===== config.mk =====
export PLATFORM = sky130hd
export DESIGN_NAME = pdl_ctrl
export DESIGN_NICKNAME = d
export VERILOG_FILES = /design/src/core/pdl_kmem.v /design/src/core/pdl_ctrl.v
export VERILOG_INCLUDE_DIRS = /design/src /design/src/core
export SDC_FILE = /design/constraint.sdc
export NUM_CORES = 1
export LEC_CHECK = 0
export BUFFER_PORTS_ARGS = -buffer_cell sky130_fd_sc_hd__buf_2
export CAP_MARGIN = 0
export CORE_MARGIN = 5
export CORE_UTILIZATION = 55
export DETAILED_ROUTE_END_ITERATION = 8
export PLACE_DENSITY = 0.72
export SYNTH_ARGS = -nofsm -noshare
export SYNTH_HDL_FRONTEND = slang
export SYNTH_SLANG_ARGS = --single-unit

===== constraint.sdc =====
create_clock -name clock_i -period 17.6 [get_ports clock_i]
set_input_delay 0.88 -clock clock_i [delete_from_list [all_inputs] [get_ports clock_i]]
set_output_delay 0.88 -clock clock_i [all_outputs]
set_load 0.01 [all_outputs]

===== src/core/pdl_map.vh =====
/*
  Constants for the program/debug link control block: register offsets,
  field positions, reset values, codes and timing figures.
  Assumes it is included by bare name by the design files.
*/
`ifndef PDL_MAP_VH
`define PDL_MAP_VH

// clock and times
`define PDL_CLK_MHZ        25
`define PDL_SYNC_TMO_US    13500
`define PDL_SYNC_TMO_CYC   19'd337500
`define PDL_LSO_PROT_CYC   10'd768
`define PDL_CLK_RDY_CYC    19'd16
`define PDL_ACC_TMO_CYC    19'd2048

// serial frame
`define PDL_SMP_LAST       4'd15
`define PDL_VOTE_A         4'd7
`define PDL_VOTE_B         4'd8
`define PDL_VOTE_C         4'd9
`define PDL_BIT_PAR        4'd9
`define PDL_BIT_STOP1      4'd10
`define PDL_BIT_STOP2      4'd11
`define PDL_BRK_SMP        8'd192
`define PDL_SYNC_BYTE      8'h55
`define PDL_SYNC_FALL_LAST 3'h4
`define PDL_SYNC_SHIFT     7
`define PDL_MIN_DIV        13'h0002
`define PDL_DEF_DIV        13'h0020
`define PDL_GUARD_UNIT     12'h010
`define PDL_GT_NONE        3'h7

// register offsets
`define PDL_REG_STATUS_A   4'h0
`define PDL_REG_STATUS_B   4'h1
`define PDL_REG_CTRL_A     4'h2
`define PDL_REG_CTRL_B     4'h3
`define PDL_REG_ACC_CLK    4'h9

// fields and reset values
`define PDL_CTRLA_PARD     7
`define PDL_CTRLB_DIS      2
`define PDL_CTRLA_RST      8'h00
`define PDL_CLKSEL_RST     2'h3
`define PDL_CLKSEL_16M     2'h1
`define PDL_CLKSEL_8M      2'h2

// instruction codes
`define PDL_OP_LDS         3'h0
`define PDL_OP_LD          3'h1
`define PDL_OP_STS         3'h2
`define PDL_OP_ST          3'h3
`define PDL_OP_CONTROL_STATUS_LOAD        3'h4
`define PDL_OP_REPEAT      3'h5
`define PDL_OP_CONTROL_STATUS_STORE        3'h6
`define PDL_OP_KEY         3'h7
`define PDL_SZ_BYTE        2'h0
`define PDL_SZ_WORD        2'h1
`define PDL_KEY_SZ_128     2'h1

// error signatures
`define PDL_ERR_NONE       3'h0
`define PDL_ERR_PAR        3'h1
`define PDL_ERR_FRM        3'h2
`define PDL_ERR_ACC        3'h3
`define PDL_ERR_START      3'h4
`define PDL_ERR_CONT       3'h5

// reset pin configuration fuse
`define PDL_RSTCFG_GPIO    2'h0
`define PDL_RSTCFG_DBG     2'h1

`endif


===== src/core/pdl_kmem.v =====
/*
  Key byte store: 16 x 8 bits, one write port, registered read port.
  Assumes one clock, a clock enable and an asynchronous active-high reset.
*/
`timescale 1ns/1ps
module pdl_kmem (
  input  wire       clock_i,   // clock
  input  wire       reset_i,   // async reset, high
  input  wire       ce_i,      // clock enable
  input  wire       wr_i,      // write strobe
  input  wire [3:0] waddr_i,   // write address
  input  wire [7:0] wdata_i,   // write data
  input  wire [3:0] raddr_i,   // read address
  output wire [7:0] rdata_o    // registered read data
);
  reg [7:0] mem [0:15];
  reg [7:0] rdata_ff;

  always @(posedge clock_i) begin
    if (ce_i && wr_i) begin
      mem[waddr_i] <= wdata_i;
    end
  end

  always @(posedge clock_i or posedge reset_i) begin
    if (reset_i) begin
      rdata_ff <= 8'h00;
    end else if (ce_i) begin
      rdata_ff <= mem[raddr_i];
    end
  end

  assign rdata_o = rdata_ff;
endmodule // pdl_kmem


===== src/core/pdl_ctrl.v =====
/*
  Single-wire program/debug link control: high-voltage enable, disable,
  auto-disable, gpio driver protection, baud recovery, frame receive and
  transmit, break, error signature, guard time and instruction decode.
  Assumes reset_i is the power-on reset, pins arrive asynchronously and
  the system side answers forwarded instructions on bus_req_o/bus_ack_i.
*/
`timescale 1ns/1ps
`include "pdl_map.vh"

// How it works
// - high-voltage pulse makes reset pin debug
// - pulse rising edge resets the interface
// - interface held in reset until pin low
// - only power-on reset undoes high-voltage enable
// - disable bit resets interface, keys, clock request
// - disable keeps high-voltage pin assignment
// - no sync within 13.5 ms disables
// - bad first sync length disables
// - gpio driver off 768 slow cycles
// - detect errors, report in error signature
// - error state ignores all but break, disable, high-voltage pulse
// - break restores default interface clock select
// - reading status returns then clears signature
// - guard idle bits before every response
// - guard value alone sets idle time
// - one byte instruction after each sync
// - three bit opcode selects instruction
// - size fields: byte, word, rest reserved
// - start, eight data, even parity, two stops
// - break is twelve low bit periods
// - sync byte 0x55 sets baud rate
// - sixteen samples, vote on 7, 8, 9
module pdl_ctrl #(
  parameter [18:0] SYNC_TMO_CYC = `PDL_SYNC_TMO_CYC
) (
  input  wire       clock_i,            // 25 MHz clock
  input  wire       reset_i,            // power-on reset, async, high
  input  wire       ce_i,               // clock enable
  input  wire       sys_reset_i,        // system reset pulse
  input  wire [1:0] reset_pin_config_i, // reset pin config fuse field
  input  wire       hv_pulse_i,         // high-voltage detector on pin
  input  wire       lso_clk_i,          // low-speed oscillator clock
  input  wire       pin_i,              // link pin input
  output wire       pin_o,              // link pin output value
  output wire       pin_oe_o,           // link pin output enable
  output wire       pin_is_debug_o,     // reset pin used by debug link
  output wire       gpio_drive_allow_o, // gpio output driver allowed
  output wire       clk_req_o,          // interface oscillator request
  input  wire [3:0] reg_addr_i,         // register address
  input  wire [7:0] reg_wdata_i,        // register write data
  input  wire       reg_wr_i,           // register write strobe
  input  wire       reg_rd_i,           // register read strobe
  output wire [7:0] reg_rdata_o,        // read data, cycle after strobe
  output wire       bus_req_o,          // forwarded instruction pending
  input  wire       bus_ack_i,          // system accepted instruction
  output wire [7:0] ins_byte_o,         // last instruction byte
  output wire [2:0] ins_opcode_o,       // instruction opcode
  output wire [1:0] ins_addr_bytes_o,   // address bytes, 0 reserved
  output wire [1:0] ins_data_bytes_o,   // data bytes, 0 reserved
  output wire       key_valid_o,        // key bytes received
  input  wire [3:0] key_addr_i,         // key byte read address
  output wire [7:0] key_data_o          // key byte, registered
);
  localparam [3:0] S_OFF = 4'd0, S_HOLD = 4'd1, S_DRIVE = 4'd2,
                   S_WSYNC = 4'd3, S_SYNC = 4'd4, S_SYNCEND = 4'd5,
                   S_RXINS = 4'd6, S_RXDAT = 4'd7, S_RXKEY = 4'd8,
                   S_BUS = 4'd9, S_GUARD = 4'd10, S_TX = 4'd11,
                   S_ERR = 4'd12;

  reg  [2:0]  in_m_ff, in_s_ff, in_d_ff;
  reg  [1:0]  pre_ff;
  reg  [12:0] smp_cnt_ff, baud_div_ff;
  reg  [7:0]  brk_cnt_ff;
  reg         hv_lat_ff;
  reg  [9:0]  prot_cnt_ff;
  reg  [3:0]  state_ff;
  reg         first_ff;
  reg  [18:0] tmo_ff;
  reg  [19:0] meas_ff;
  reg  [2:0]  edge_ff;
  reg  [7:0]  ins_ff, tx_byte_ff, ctrl_a_ff, rdata_ff;
  reg  [4:0]  key_idx_ff, key_len_ff;
  reg  [11:0] guard_ff;
  reg  [1:0]  clk_sel_ff;
  reg  [2:0]  err_sig_ff;
  reg         key_valid_ff;
  reg         eng_on_ff, eng_tx_ff, eng_done_ff, v7_ff, v8_ff;
  reg  [2:0]  eng_err_ff;
  reg  [3:0]  smp_ff, bit_ff;
  reg  [11:0] tx_sh_ff;
  reg  [8:0]  rx_sh_ff;

  wire pin_s    = in_s_ff[0];
  wire pin_fall = in_d_ff[0] & ~in_s_ff[0];
  wire hv_rise  = in_s_ff[1] & ~in_d_ff[1];
  wire lso_rise = in_s_ff[2] & ~in_d_ff[2];

  // frequency of the interface clock follows the clock select
  wire ifc_tick = (clk_sel_ff == `PDL_CLKSEL_16M) |
                  ((clk_sel_ff == `PDL_CLKSEL_8M) & pre_ff[0]) |
                  (pre_ff == 2'h3);
  wire smp_tick = ifc_tick & (smp_cnt_ff == baud_div_ff - 13'h0001);

  wire linked   = (state_ff >= S_WSYNC);
  wire [7:0] rx_data = rx_sh_ff[7:0];
  // sync length rounded to the nearest sample period
  wire [19:0] meas_rnd = meas_ff + (20'h00001 << (`PDL_SYNC_SHIFT - 1));
  wire rx_state = (state_ff == S_RXINS) | (state_ff == S_RXDAT) |
                  (state_ff == S_RXKEY);
  wire done_ok  = eng_done_ff & (eng_err_ff == `PDL_ERR_NONE);
  wire brk_evt  = linked & smp_tick & ~eng_tx_ff & ~pin_s &
                  (brk_cnt_ff == `PDL_BRK_SMP - 8'd1);
  wire cs_we_dis = reg_wr_i & (reg_addr_i == `PDL_REG_CTRL_B) &
                   reg_wdata_i[`PDL_CTRLB_DIS];
  wire control_status_store_we  = (state_ff == S_RXDAT) & done_ok;
  wire control_status_store_dis = control_status_store_we & (ins_ff[3:0] == `PDL_REG_CTRL_B) &
                  rx_data[`PDL_CTRLB_DIS];
  wire dis_evt  = cs_we_dis | control_status_store_dis;
  wire abort    = brk_evt | dis_evt | hv_rise;
  wire acc_tmo  = (state_ff == S_BUS) & ~bus_ack_i &
                  (tmo_ff == `PDL_ACC_TMO_CYC - 19'd1);
  wire eng_fail = eng_done_ff & (eng_err_ff != `PDL_ERR_NONE) &
                  (rx_state | (state_ff == S_TX));
  wire err_evt  = eng_fail | acc_tmo;
  wire [2:0] err_code = acc_tmo ? `PDL_ERR_ACC : eng_err_ff;
  wire ins_ok   = (state_ff == S_RXINS) & done_ok;
  wire control_status_load_clr = ins_ok & (rx_data[7:5] == `PDL_OP_CONTROL_STATUS_LOAD) &
                  (rx_data[3:0] == `PDL_REG_STATUS_B);
  wire tx_go    = (state_ff == S_GUARD) & (guard_ff == 12'h000) &
                  ~eng_on_ff;
  wire eng_start = ~eng_on_ff & ~abort &
                   (tx_go | (rx_state & pin_fall));
  wire key_we   = (state_ff == S_RXKEY) & done_ok;

  function [7:0] cs_read;
    input [3:0] a;
    begin
      case (a)
        `PDL_REG_STATUS_A: cs_read = {state_ff, key_valid_ff,
                                      hv_lat_ff, 2'b00};
        `PDL_REG_STATUS_B: cs_read = {5'h00, err_sig_ff};
        `PDL_REG_CTRL_A:   cs_read = ctrl_a_ff;
        `PDL_REG_ACC_CLK:  cs_read = {6'h00, clk_sel_ff};
        default:           cs_read = 8'h00;
      endcase
    end
  endfunction

  function [1:0] sz_bytes;
    input [1:0] c;
    begin
      case (c)
        `PDL_SZ_BYTE: sz_bytes = 2'd1;
        `PDL_SZ_WORD: sz_bytes = 2'd2;
        default:      sz_bytes = 2'd0;
      endcase
    end
  endfunction

  always @(posedge clock_i or posedge reset_i) begin
    if (reset_i) begin
      in_m_ff <= 3'b001;
      in_s_ff <= 3'b001;
      in_d_ff <= 3'b001;
      pre_ff <= 2'h0;
      smp_cnt_ff <= 13'h0000;
      brk_cnt_ff <= 8'h00;
    end else if (ce_i) begin
      in_m_ff <= {lso_clk_i, hv_pulse_i, pin_i};
      in_s_ff <= in_m_ff;
      in_d_ff <= in_s_ff;
      pre_ff <= pre_ff + 2'h1;
      if (eng_start | smp_tick)
        smp_cnt_ff <= 13'h0000;
      else if (ifc_tick)
        smp_cnt_ff <= smp_cnt_ff + 13'h0001;
      // twelve low bit periods make a break
      if (pin_s | ~linked | eng_tx_ff)
        brk_cnt_ff <= 8'h00;
      else if (smp_tick && brk_cnt_ff != `PDL_BRK_SMP)
        brk_cnt_ff <= brk_cnt_ff + 8'h01;
    end
  end

  // high-voltage enable held until power-on reset
  always @(posedge clock_i or posedge reset_i) begin
    if (reset_i) begin
      hv_lat_ff <= 1'b0;
      prot_cnt_ff <= 10'h000;
    end else if (ce_i) begin
      if (hv_rise)
        hv_lat_ff <= 1'b1;
      if (sys_reset_i)
        prot_cnt_ff <= 10'h000;
      else if (lso_rise && prot_cnt_ff != `PDL_LSO_PROT_CYC)
        prot_cnt_ff <= prot_cnt_ff + 10'h001;
    end
  end

  // disable never touches the pin assignment
  assign pin_is_debug_o = hv_lat_ff |
                          (reset_pin_config_i == `PDL_RSTCFG_DBG);
  assign gpio_drive_allow_o = ~hv_lat_ff &
                              (reset_pin_config_i == `PDL_RSTCFG_GPIO) &
                              (prot_cnt_ff == `PDL_LSO_PROT_CYC);

  // serial bit engine, half duplex
  always @(posedge clock_i or posedge reset_i) begin
    if (reset_i) begin
      eng_on_ff <= 1'b0;
      eng_tx_ff <= 1'b0;
      eng_done_ff <= 1'b0;
      eng_err_ff <= `PDL_ERR_NONE;
      smp_ff <= 4'h0;
      bit_ff <= 4'h0;
      v7_ff <= 1'b1;
      v8_ff <= 1'b1;
      tx_sh_ff <= 12'hFFF;
      rx_sh_ff <= 9'h000;
    end else if (ce_i) begin
      eng_done_ff <= 1'b0;
      if (abort) begin
        eng_on_ff <= 1'b0;
        eng_tx_ff <= 1'b0;
      end else if (eng_start) begin
        eng_on_ff <= 1'b1;
        eng_tx_ff <= tx_go;
        smp_ff <= 4'h0;
        bit_ff <= 4'h0;
        eng_err_ff <= `PDL_ERR_NONE;
        // start, data, even parity, two stops
        tx_sh_ff <= {2'b11, ^tx_byte_ff, tx_byte_ff, 1'b0};
      end else if (eng_on_ff && smp_tick) begin
        smp_ff <= smp_ff + 4'h1;
        if (smp_ff == `PDL_VOTE_A)
          v7_ff <= pin_s;
        if (smp_ff == `PDL_VOTE_B)
          v8_ff <= pin_s;
        if (smp_ff == `PDL_VOTE_C) begin
          if (eng_tx_ff) begin
            // contention: line differs from driven bit
            if (pin_s != tx_sh_ff[0]) begin
              eng_on_ff <= 1'b0;
              eng_tx_ff <= 1'b0;
              eng_done_ff <= 1'b1;
              eng_err_ff <= `PDL_ERR_CONT;
            end
          end else if (bit_ff == 4'h0) begin
            if ((v7_ff & v8_ff) | ((v7_ff | v8_ff) & pin_s)) begin
              eng_on_ff <= 1'b0;
              eng_done_ff <= 1'b1;
              eng_err_ff <= `PDL_ERR_START;
            end
          end else if (bit_ff <= `PDL_BIT_PAR) begin
            rx_sh_ff <= {(v7_ff & v8_ff) | ((v7_ff | v8_ff) & pin_s),
                         rx_sh_ff[8:1]};
          end else if (~((v7_ff & v8_ff) | ((v7_ff | v8_ff) & pin_s))) begin
            // stop bit low is a frame error
            eng_on_ff <= 1'b0;
            eng_done_ff <= 1'b1;
            eng_err_ff <= `PDL_ERR_FRM;
          end else if (bit_ff == `PDL_BIT_STOP2) begin
            eng_on_ff <= 1'b0;
            eng_done_ff <= 1'b1;
            if ((^rx_sh_ff) & ~ctrl_a_ff[`PDL_CTRLA_PARD])
              eng_err_ff <= `PDL_ERR_PAR;
          end
        end
        if (smp_ff == `PDL_SMP_LAST) begin
          bit_ff <= bit_ff + 4'h1;
          if (eng_tx_ff) begin
            tx_sh_ff <= {1'b1, tx_sh_ff[11:1]};
            if (bit_ff == `PDL_BIT_STOP2) begin
              eng_on_ff <= 1'b0;
              eng_tx_ff <= 1'b0;
              eng_done_ff <= 1'b1;
            end
          end
        end
      end
    end
  end

  // link control state machine
  always @(posedge clock_i or posedge reset_i) begin
    if (reset_i) begin
      state_ff <= S_OFF;
      first_ff <= 1'b0;
      tmo_ff <= 19'h00000;
      meas_ff <= 20'h00000;
      edge_ff <= 3'h0;
      baud_div_ff <= `PDL_DEF_DIV;
      ins_ff <= 8'h00;
      tx_byte_ff <= 8'h00;
      key_idx_ff <= 5'h00;
      key_len_ff <= 5'h00;
      guard_ff <= 12'h000;
      key_valid_ff <= 1'b0;
    end else if (ce_i) begin
      tmo_ff <= tmo_ff + 19'd1;
      // rising edge of pulse resets the interface
      if (hv_rise) begin
        state_ff <= S_HOLD;
        key_valid_ff <= 1'b0;
      end else if (dis_evt) begin
        state_ff <= S_OFF;
        key_valid_ff <= 1'b0;
      // only a break, disable or high-voltage pulse leaves the error state
      end else if (brk_evt) begin
        state_ff <= S_WSYNC;
        first_ff <= 1'b0;
      end else if (err_evt) begin
        state_ff <= S_ERR;
      end else begin
        case (state_ff)
          S_OFF: begin
            if (pin_is_debug_o & pin_fall) begin
              state_ff <= S_DRIVE;
              tmo_ff <= 19'd0;
            end
          end
          // low level on pin releases the reset
          S_HOLD: begin
            if (~pin_s) begin
              state_ff <= S_DRIVE;
              tmo_ff <= 19'd0;
            end
          end
          S_DRIVE: begin
            if (tmo_ff == `PDL_CLK_RDY_CYC - 19'd1) begin
              state_ff <= S_WSYNC;
              first_ff <= 1'b1;
              tmo_ff <= 19'd0;
            end
          end
          S_WSYNC: begin
            if (pin_fall) begin
              state_ff <= S_SYNC;
              meas_ff <= 20'h00000;
              edge_ff <= 3'h0;
            end else if (first_ff && tmo_ff == SYNC_TMO_CYC - 19'd1) begin
              state_ff <= S_OFF;
            end
          end
          // eight bit periods between first and fifth fall
          S_SYNC: begin
            if (ifc_tick)
              meas_ff <= meas_ff + 20'h00001;
            if (pin_fall)
              edge_ff <= edge_ff + 3'h1;
            // sync too long or too short
            if (meas_ff == 20'hFFFFF) begin
              state_ff <= first_ff ? S_OFF : S_WSYNC;
            end else if (pin_fall &&
                         edge_ff == `PDL_SYNC_FALL_LAST - 3'h1) begin
              if (meas_rnd[19:`PDL_SYNC_SHIFT] < `PDL_MIN_DIV) begin
                state_ff <= first_ff ? S_OFF : S_WSYNC;
              end else begin
                baud_div_ff <= meas_rnd[19:`PDL_SYNC_SHIFT];
                state_ff <= S_SYNCEND;
              end
            end
          end
          S_SYNCEND: begin
            if (pin_s) begin
              state_ff <= S_RXINS;
              first_ff <= 1'b0;
            end
          end
          // one instruction byte, decoded by opcode
          S_RXINS: begin
            if (done_ok) begin
              ins_ff <= rx_data;
              tmo_ff <= 19'd0;
              case (rx_data[7:5])
                `PDL_OP_CONTROL_STATUS_STORE: state_ff <= S_RXDAT;
                `PDL_OP_CONTROL_STATUS_LOAD: begin
                  state_ff <= S_GUARD;
                  tx_byte_ff <= cs_read(rx_data[3:0]);
                  // guard idle bits from guard value only
                  guard_ff <= (ctrl_a_ff[2:0] == `PDL_GT_NONE) ? 12'h000 :
                              (`PDL_GUARD_UNIT << (3'h7 - ctrl_a_ff[2:0]));
                end
                `PDL_OP_KEY: begin
                  state_ff <= rx_data[2] ? S_BUS : S_RXKEY;
                  key_idx_ff <= 5'h00;
                  key_len_ff <= (rx_data[1:0] == `PDL_KEY_SZ_128) ?
                                5'd16 : 5'd8;
                end
                default: state_ff <= S_BUS;
              endcase
            end
          end
          S_RXDAT: begin
            if (done_ok)
              state_ff <= S_WSYNC;
          end
          S_RXKEY: begin
            if (done_ok) begin
              key_idx_ff <= key_idx_ff + 5'h01;
              if (key_idx_ff == key_len_ff - 5'h01) begin
                key_valid_ff <= 1'b1;
                state_ff <= S_WSYNC;
              end
            end
          end
          S_BUS: begin
            if (bus_ack_i)
              state_ff <= S_WSYNC;
          end
          S_GUARD: begin
            if (tx_go)
              state_ff <= S_TX;
            else if (smp_tick && guard_ff != 12'h000)
              guard_ff <= guard_ff - 12'h001;
          end
          S_TX: begin
            if (eng_done_ff)
              state_ff <= S_WSYNC;
          end
          S_ERR: state_ff <= S_ERR;
          default: state_ff <= S_OFF;
        endcase
      end
    end
  end

  // control and status registers, shared by port and link
  always @(posedge clock_i or posedge reset_i) begin
    if (reset_i) begin
      ctrl_a_ff <= `PDL_CTRLA_RST;
      clk_sel_ff <= `PDL_CLKSEL_RST;
      err_sig_ff <= `PDL_ERR_NONE;
      rdata_ff <= 8'h00;
    end else if (ce_i) begin
      rdata_ff <= reg_rd_i ? cs_read(reg_addr_i) : 8'h00;
      if (reg_wr_i && reg_addr_i == `PDL_REG_CTRL_A)
        ctrl_a_ff <= reg_wdata_i;
      else if (control_status_store_we && ins_ff[3:0] == `PDL_REG_CTRL_A)
        ctrl_a_ff <= rx_data;
      if (brk_evt)
        clk_sel_ff <= `PDL_CLKSEL_RST;
      else if (reg_wr_i && reg_addr_i == `PDL_REG_ACC_CLK)
        clk_sel_ff <= reg_wdata_i[1:0];
      else if (control_status_store_we && ins_ff[3:0] == `PDL_REG_ACC_CLK)
        clk_sel_ff <= rx_data[1:0];
      // signature set wins over read clear
      if (err_evt)
        err_sig_ff <= err_code;
      else if (control_status_load_clr |
               (reg_rd_i && reg_addr_i == `PDL_REG_STATUS_B))
        err_sig_ff <= `PDL_ERR_NONE;
    end
  end

  pdl_kmem u_kmem (
    .clock_i (clock_i),
    .reset_i (reset_i),
    .ce_i    (ce_i),
    .wr_i    (key_we),
    .waddr_i (key_idx_ff[3:0]),
    .wdata_i (rx_data),
    .raddr_i (key_addr_i),
    .rdata_o (key_data_o)
  );

  // clock request withdrawn when off or held
  assign clk_req_o = (state_ff >= S_DRIVE);
  assign pin_oe_o = (state_ff == S_DRIVE) | eng_tx_ff;
  assign pin_o = eng_tx_ff & tx_sh_ff[0];
  assign reg_rdata_o = rdata_ff;
  assign bus_req_o = (state_ff == S_BUS);
  assign ins_byte_o = ins_ff;
  assign ins_opcode_o = ins_ff[7:5];
  assign ins_addr_bytes_o = sz_bytes(ins_ff[3:2]);
  assign ins_data_bytes_o = sz_bytes(ins_ff[1:0]);
  assign key_valid_o = key_valid_ff;
endmodule // pdl_ctrl


== Word-level counts from Yosys, hierarchy flattened ==
Memories as Yosys holds them, arrays and structs flattened. A register that Yosys moved wholly into a read port is not among the register bits.
Index checks and enable logic that the tools add are counted.

* Register bits: 200
* Bits in writable memories: 128
* Output and inout bits: 38
* Memories: 1

{| class="wikitable"
|+ Memory list
! memory !! words !! width !! read ports !! clocked after memory_dff !! write ports !! RTL line !! text
|-
| u_kmem.mem || 16 || 8 || 1 || 1 || 1 || pdl_kmem.v:16 || <nowiki>reg [7:0] mem [0:15];</nowiki>
|}

* Add/sub/neg operators: 15
* Order comparisons: 4
* Equality and inequality tests: 82
* Shifts and indexed selects: 1
* Muxes and demuxes: 140
* Bitwise logic cells: 71
* Reductions and logical operators: 69

{| class="wikitable"
|+ Operators by type and width
! cell !! number
|-
| 19-bit 2-to-1 mux || 8
|-
| 12-bit 2-to-1 mux || 9
|-
| 4-bit 2-to-1 mux || 24
|-
| 19-bit case mux with 4 select lines || 1
|-
| 8-bit case mux with 4 select lines || 2
|-
| 6-bit inequality test (second input constant) || 9
|-
| 4-bit case mux with 13 select lines || 1
|-
| 1-bit 2-to-1 mux || 51
|-
| 3-bit 2-to-1 mux || 17
|-
| 4-bit == test (second input constant) || 12
|-
| 20-bit 2-to-1 mux || 2
|-
| 8-bit 2-to-1 mux || 5
|-
| 20-bit case mux with 2 select lines || 1
|-
| 8-bit AND reduction || 5
|-
| 1-bit bitwise AND || 35
|-
| 4-bit by 2-bit == test with 1-bit output (second input constant) || 7
|-
| 9-bit AND reduction || 3
|-
| 13-bit 2-to-1 mux || 2
|-
| 12-bit case mux with 2 select lines || 1
|-
| 2-bit nonzero test || 12
|-
| 3-bit nonzero test || 7
|-
| 20-bit by 1-bit adder with 20-bit output (second input constant) || 1
|-
| 20-bit by 7-bit adder with 20-bit output (second input constant) || 1
|-
| 20-bit == test (second input constant) || 1
|-
| other kinds (69) || 165
|}

== Depth between registers and ports, before layout ==
* Depth in word-level cells: 17
* Gate-level depth with buffers: 14
* Mapped depth without buffers: 10

== Hierarchy ==
From an unflattened synthesis, not the netlist that was laid out.

* Cell total of the unflattened synthesis: 1,523
* Area, all modules: 17,038.8 um^2

{| class="wikitable"
|+ Modules (own cells, without submodules)
! module !! times used !! cells each !! area each (um^2) !! seq. area each (um^2)
|-
| pdl_ctrl || 1 || 1,281 || 11,698.7 || 4,902.2
|-
| pdl_kmem || 1 || 242 || 5,340.1 || 4,043.9
|}

== Worst setup path before layout ==
No wires, ideal clock.

* Kind: reg-to-reg
* Start: reg baud_div_ff[0]
* End: reg bit_ff[1]
* Arrival: 3.432 ns
* Setup slack: 14.072 ns
* Cell stages (with the launch flop): 14
* Cell sequence: dfrtp_1 inv_1 ha_1 or3b_2 nor3_1 mux2_2 o21a_2 or4_1 buf_2 and2_1 buf_6 buf_6 or4_1 o31ai_1

* Longest elaborated chain between the ends: 14

{| class="wikitable"
|+ Ends and longest elaborated chain
! what !! RTL line !! text
|-
| start: declaration || pdl_ctrl.v:73 || <nowiki>reg [12:0] smp_cnt_ff, baud_div_ff;</nowiki>
|-
| start signal: assignment || pdl_ctrl.v:293 || <nowiki>baud_div_ff <= `PDL_DEF_DIV;</nowiki>
|-
| start signal: assignment || pdl_ctrl.v:360 || <nowiki>baud_div_ff <= meas_rnd[19:`PDL_SYNC_SHIFT];</nowiki>
|-
| 13-bit by 1-bit subtractor with 13-bit output * || pdl_ctrl.v:103 || <nowiki>wire smp_tick = ifc_tick & (smp_cnt_ff == baud_div_ff - 13'h0001);</nowiki>
|-
| 13-bit == test * || pdl_ctrl.v:103 ||
|-
| 1-bit bitwise AND * || pdl_ctrl.v:103 ||
|-
| 1-bit bitwise AND (4 in a row) || pdl_ctrl.v:112 || <nowiki>wire brk_evt = linked & smp_tick & ~eng_tx_ff & ~pin_s &</nowiki>
|-
| 1-bit OR (2 in a row) || pdl_ctrl.v:120 || <nowiki>wire abort = brk_evt | dis_evt | hv_rise;</nowiki>
|-
| 1-bit inverter (no source line) || -- ||
|-
| 1-bit bitwise AND (2 in a row) || pdl_ctrl.v:132 || <nowiki>wire eng_start = ~eng_on_ff & ~abort &</nowiki>
|-
| 2-bit nonzero test (no source line) || -- ||
|-
| 4-bit AND reduction (no source line) || -- ||
|-
| end signal: assignment || pdl_ctrl.v:271 || <nowiki>bit_ff <= bit_ff + 4'h1;</nowiki>
|-
| end: declaration || pdl_ctrl.v:90 || <nowiki>reg [3:0] smp_ff, bit_ff;</nowiki>
|}

Mark *: on every way between the ends. The rest lies on a longest branch, timed or not.
A chain may end at the register's enable or synchronous reset.

== Worst setup path after layout ==
* Start: reg state_ff[1]
* End: reg tx_sh_ff[5]

* Longest elaborated chain between the ends: 12

{| class="wikitable"
|+ Ends and longest elaborated chain
! what !! RTL line !! text
|-
| start: declaration || pdl_ctrl.v:77 || <nowiki>reg [3:0] state_ff;</nowiki>
|-
| start signal: assignment || pdl_ctrl.v:354 || <nowiki>state_ff <= first_ff ? S_OFF : S_WSYNC;</nowiki>
|-
| start signal: assignment || pdl_ctrl.v:358 || <nowiki>state_ff <= first_ff ? S_OFF : S_WSYNC;</nowiki>
|-
| start signal: assignment || pdl_ctrl.v:386 || <nowiki>state_ff <= rx_data[2] ? S_BUS : S_RXKEY;</nowiki>
|-
| 4-bit by 2-bit >= comparator with 1-bit output or 4-bit by 3-bit == test with 1-bit output (tied branches) || pdl_ctrl.v:105, pdl_ctrl.v:109, pdl_ctrl.v:116 ||
|-
| 1-bit bitwise AND, on equally long branches || pdl_ctrl.v:112, pdl_ctrl.v:116 ||
|-
| 1-bit bitwise AND, on equally long branches (2 in a row) || pdl_ctrl.v:112, pdl_ctrl.v:117 ||
|-
| 1-bit bitwise AND or 1-bit OR (tied branches) || pdl_ctrl.v:112, pdl_ctrl.v:119 ||
|-
| 1-bit OR (2 in a row) || pdl_ctrl.v:120 ||
|-
| 1-bit inverter (no source line) || -- ||
|-
| 1-bit bitwise AND (2 in a row) || pdl_ctrl.v:132 ||
|-
| 2-bit nonzero test (no source line) || -- ||
|-
| 5-bit AND reduction (no source line) || -- ||
|-
| end signal: assignment || pdl_ctrl.v:233 || <nowiki>tx_sh_ff <= {2'b11, ^tx_byte_ff, tx_byte_ff, 1'b0};</nowiki>
|-
| end signal: assignment || pdl_ctrl.v:273 || <nowiki>tx_sh_ff <= {1'b1, tx_sh_ff[11:1]};</nowiki>
|-
| end: declaration || pdl_ctrl.v:91 || <nowiki>reg [11:0] tx_sh_ff;</nowiki>
|}

Several ways; a longest one is shown, not always the timed one.

==> results.toml <==
[sta]
rsz0062_at_grt = "false"
slew_headroom = 0.204
setup_violations = 0
fin_crit_sh = 0.268
tightestPinTransition_ns = 1.19
clock.fmax_mhz = 212
setup_tns_ns = 0
slew_viol_final = 0
hold_viol = 0
fin_worst_skew_ns = 0.0170
fin_crit_ns = 4.71

[synthesis]
ys_async_sr_fraction = 0.613
ys_seq_area_frac = 0.530
synth.mux.area_fraction = 0.120
synth_top_cell_area_share = 0.275
syn-instance-count = 1474
ys_ff_latch = 331
avgSynthCellArea_um2 = 11.4
synthesis.nets = 1530
synth_xor_area_frac = 0.0384
post_synth_main_area_contributors = "dfrtp_1, edfxtp_1, mux4_2, mux2_2, dfstp_2"
synth_edf_count = 128
synth_top_family_by_area = "simple AND/OR/NAND/NOR gates"
mappedNetlistArea_um2 = 16900
yosysWarningCount = 0
yosys.area.top_type = "dfrtp_1"
synth-adder-area-share = 0.0214
synthSimpleGateAreaFrac = 0.153
synthFlopType = "dfrtp_1"
synth_compound_gate_area_share = 0.105
synth.distinct_cells = 79

[run_status]
run_status = "finished clean"

[route]
drtPass1Iterations = 7
finalWirelength_um = 39800
viasPerCell = 6.21
drtIter0Drc = 963
post-route-drc-count = 0
ant_nets = 0
via_count = 12020
routedWlPerCell_um = 20.5

[critical_path]
critical_path.max_fanout = 18
cp.arrival_ns = 5.16
cp-endpoint = "tx_sh_ff[5]"
setup.worst_path.end_class = "flop"
r2r_cells = 7
startpoint_type = "flop"
crit_start = "state_ff[1]"
r2r_slack_ns = 12.89
path_class = "flop to flop"
cp.required_ns = 18.05
reg2reg_to = "tx_sh_ff[5]"
r2r-start = "state_ff[1]"

[power]
worst_ir_drop_vdd_mv = 0.0703
power_leakage_nw = 7.58
p_per_area_nw_per_um2 = 102

[worst_hold_path]
whs_path_depth = 1
hold_path.class = "flop to flop"

[die]
fp.dieH_um = 185
die_w_um = 185
row_count = 64
core_area_um2 = 30400
start_util = 0.554
dieArea_um2 = 34300
pin_count = 66

[global_routing]
global_route.overflow_total = 0
grt_max_degree = 125
antenna_found_initial = 0
track_usage = 0.231
grt_pass1_vias = 11480
grt_pass1_wl_um = 63100

[clocking]
htreeDepth = 2
clock_latency_ns = 0.54
ctsRootBufferMaster = "clkbuf_16"
cts_resized = 0
cts_tree = "built"
ctsLongestPathBuffers = 3
ctsHoldBuffers = 0
clkSinkCount = 331
cts_buffers = 37
postCtsSetupBuffers = 0
clkTransAtPathRegs_ns = 0.06

[placed_design]
place_congestion = 0.937
numPortBuffers = 65
dp_hpwl_um = 26900

[final_layout]
diodes = 0
drive_gt1_frac = 0.191
mostFrequentLayoutCell = "dfrtp_1"
final_cell_mix = "dfrtp_1, edfxtp_1, nor2_1"
final_util = 0.616
nNetsFinal = 1568
syn2layout_area_growth_pct = 11.2

[flow_run]
max_cap_viol_count = 0
state kept, by name, summed over array words and instances (netlist names), 4 cells and up:
register / count
smp_cnt_ff: 13
baud_div_ff: 13
tx_sh_ff: 10
brk_cnt_ff: 8
reg_rdata_o: 8
bit_ff: 4
ins_byte_o: 8
prot_cnt_ff: 10
state_ff: 4
u_kmem.rdata_o: 8
guard_ff: 12
ctrl_a_ff: 8
tmo_ff: 19
tx_byte_ff: 8
rx_sh_ff: 9
u_kmem.mem: 128
key_idx_ff: 5
smp_ff: 4
meas_ff: 20
per-stage QoR:
stage	cell area, µm²	power (mW)	std cells	hold WS [ns]	setup WS, ns
4_1_cts	18800	1.93	1937	0.464	13.04
3_5_place_dp	17500	1.13	1869	0.449	13.07
5_1_grt	18800	2.00	1937	0.476	12.58
3_3_place_gp	17500	1.12	1869	0.436	13.31
6_report	18800	1.92	1937	0.461	12.89
2_1_floorplan	16900	1.06	1474	0.428	11.21
cell usage after synthesis (13+ instances only):
library cell,count
or3_1,19
mux2_2,69
nand2b_1,14
a31oi_1,22
nand2_1,101
a21oi_1,57
edfxtp_1,128
nand4_1,23
mux4_2,40
nor2b_1,17
and2_1,15
xor2_1,36
nor4_1,13
clkbuf_1,52
o21ai_0,88
nor3_1,36
nand3_1,47
and3_1,19
dfrtp_1,185
dfstp_2,18
ha_1,28
xnor2_1,38
inv_1,52
mux2i_1,31
nand3b_1,13
nor2_1,118
a32oi_1,13
o31ai_1,17
critical path, stage by stage, from the launching register on:
cell	delay (ns)
dfrtp_1	0.71
inv_1	0.34
nor3_2	0.95
nand3_1	0.27
a211oi_1	1.05
and2_1	0.64
mux2_2	0.40
mux2_2	0.26
worst min-delay path by stage:
stage / from / end / slack [ns]
after floorplan: in_d_ff[1] / hv_lat_ff / 0.43
after global placement: in_d_ff[1] / hv_lat_ff / 0.44
after detailed placement: in_d_ff[1] / hv_lat_ff / 0.45
after CTS: in_d_ff[1] / hv_lat_ff / 0.46
after global routing: in_d_ff[1] / hv_lat_ff / 0.48
final: in_d_ff[1] / hv_lat_ff / 0.46
power by group:
group          leakage (nW)  internal [mW]  switching [mW]  total [mW]
Sequential             3.82          0.828          0.0575       0.886
Combinational          3.13         0.0892           0.143       0.232
Clock                 0.632          0.482           0.318       0.801
kinds of logic after synthesis:
kind of cell / count (synthesis)
DFF: 331
xor gates and xnor gates: 74
muxes: 143
AOI/OAI and AO/OA: 276
and+or+nand+nor: 491
buffers and inverters: 130
adders and majority gates: 29
layout make-up:
| cell class | count | area [µm²] |
|---|---|---|
| fill | 2398 | 11700 |
| sequential | 331 | 8950 |
| multi-input combinational | 1013 | 7400 |
| clock buffer | 59 | 1140 |
| tap | 396 | 495 |
| timing repair buffer | 76 | 408 |
| inverter | 53 | 206 |
| clock inverter | 9 | 156 |
metal layers:
| metal | global-route usage | routed length [µm] |
|---|---|---|
| met4 | 0.0482 | 583 |
| met1 | 0.346 | 17800 |
| met2 | 0.356 | 18500 |
| met3 | 0.0438 | 2900 |
| met5 | 0 | 0 |
Power figures use the tool's default switching activity.
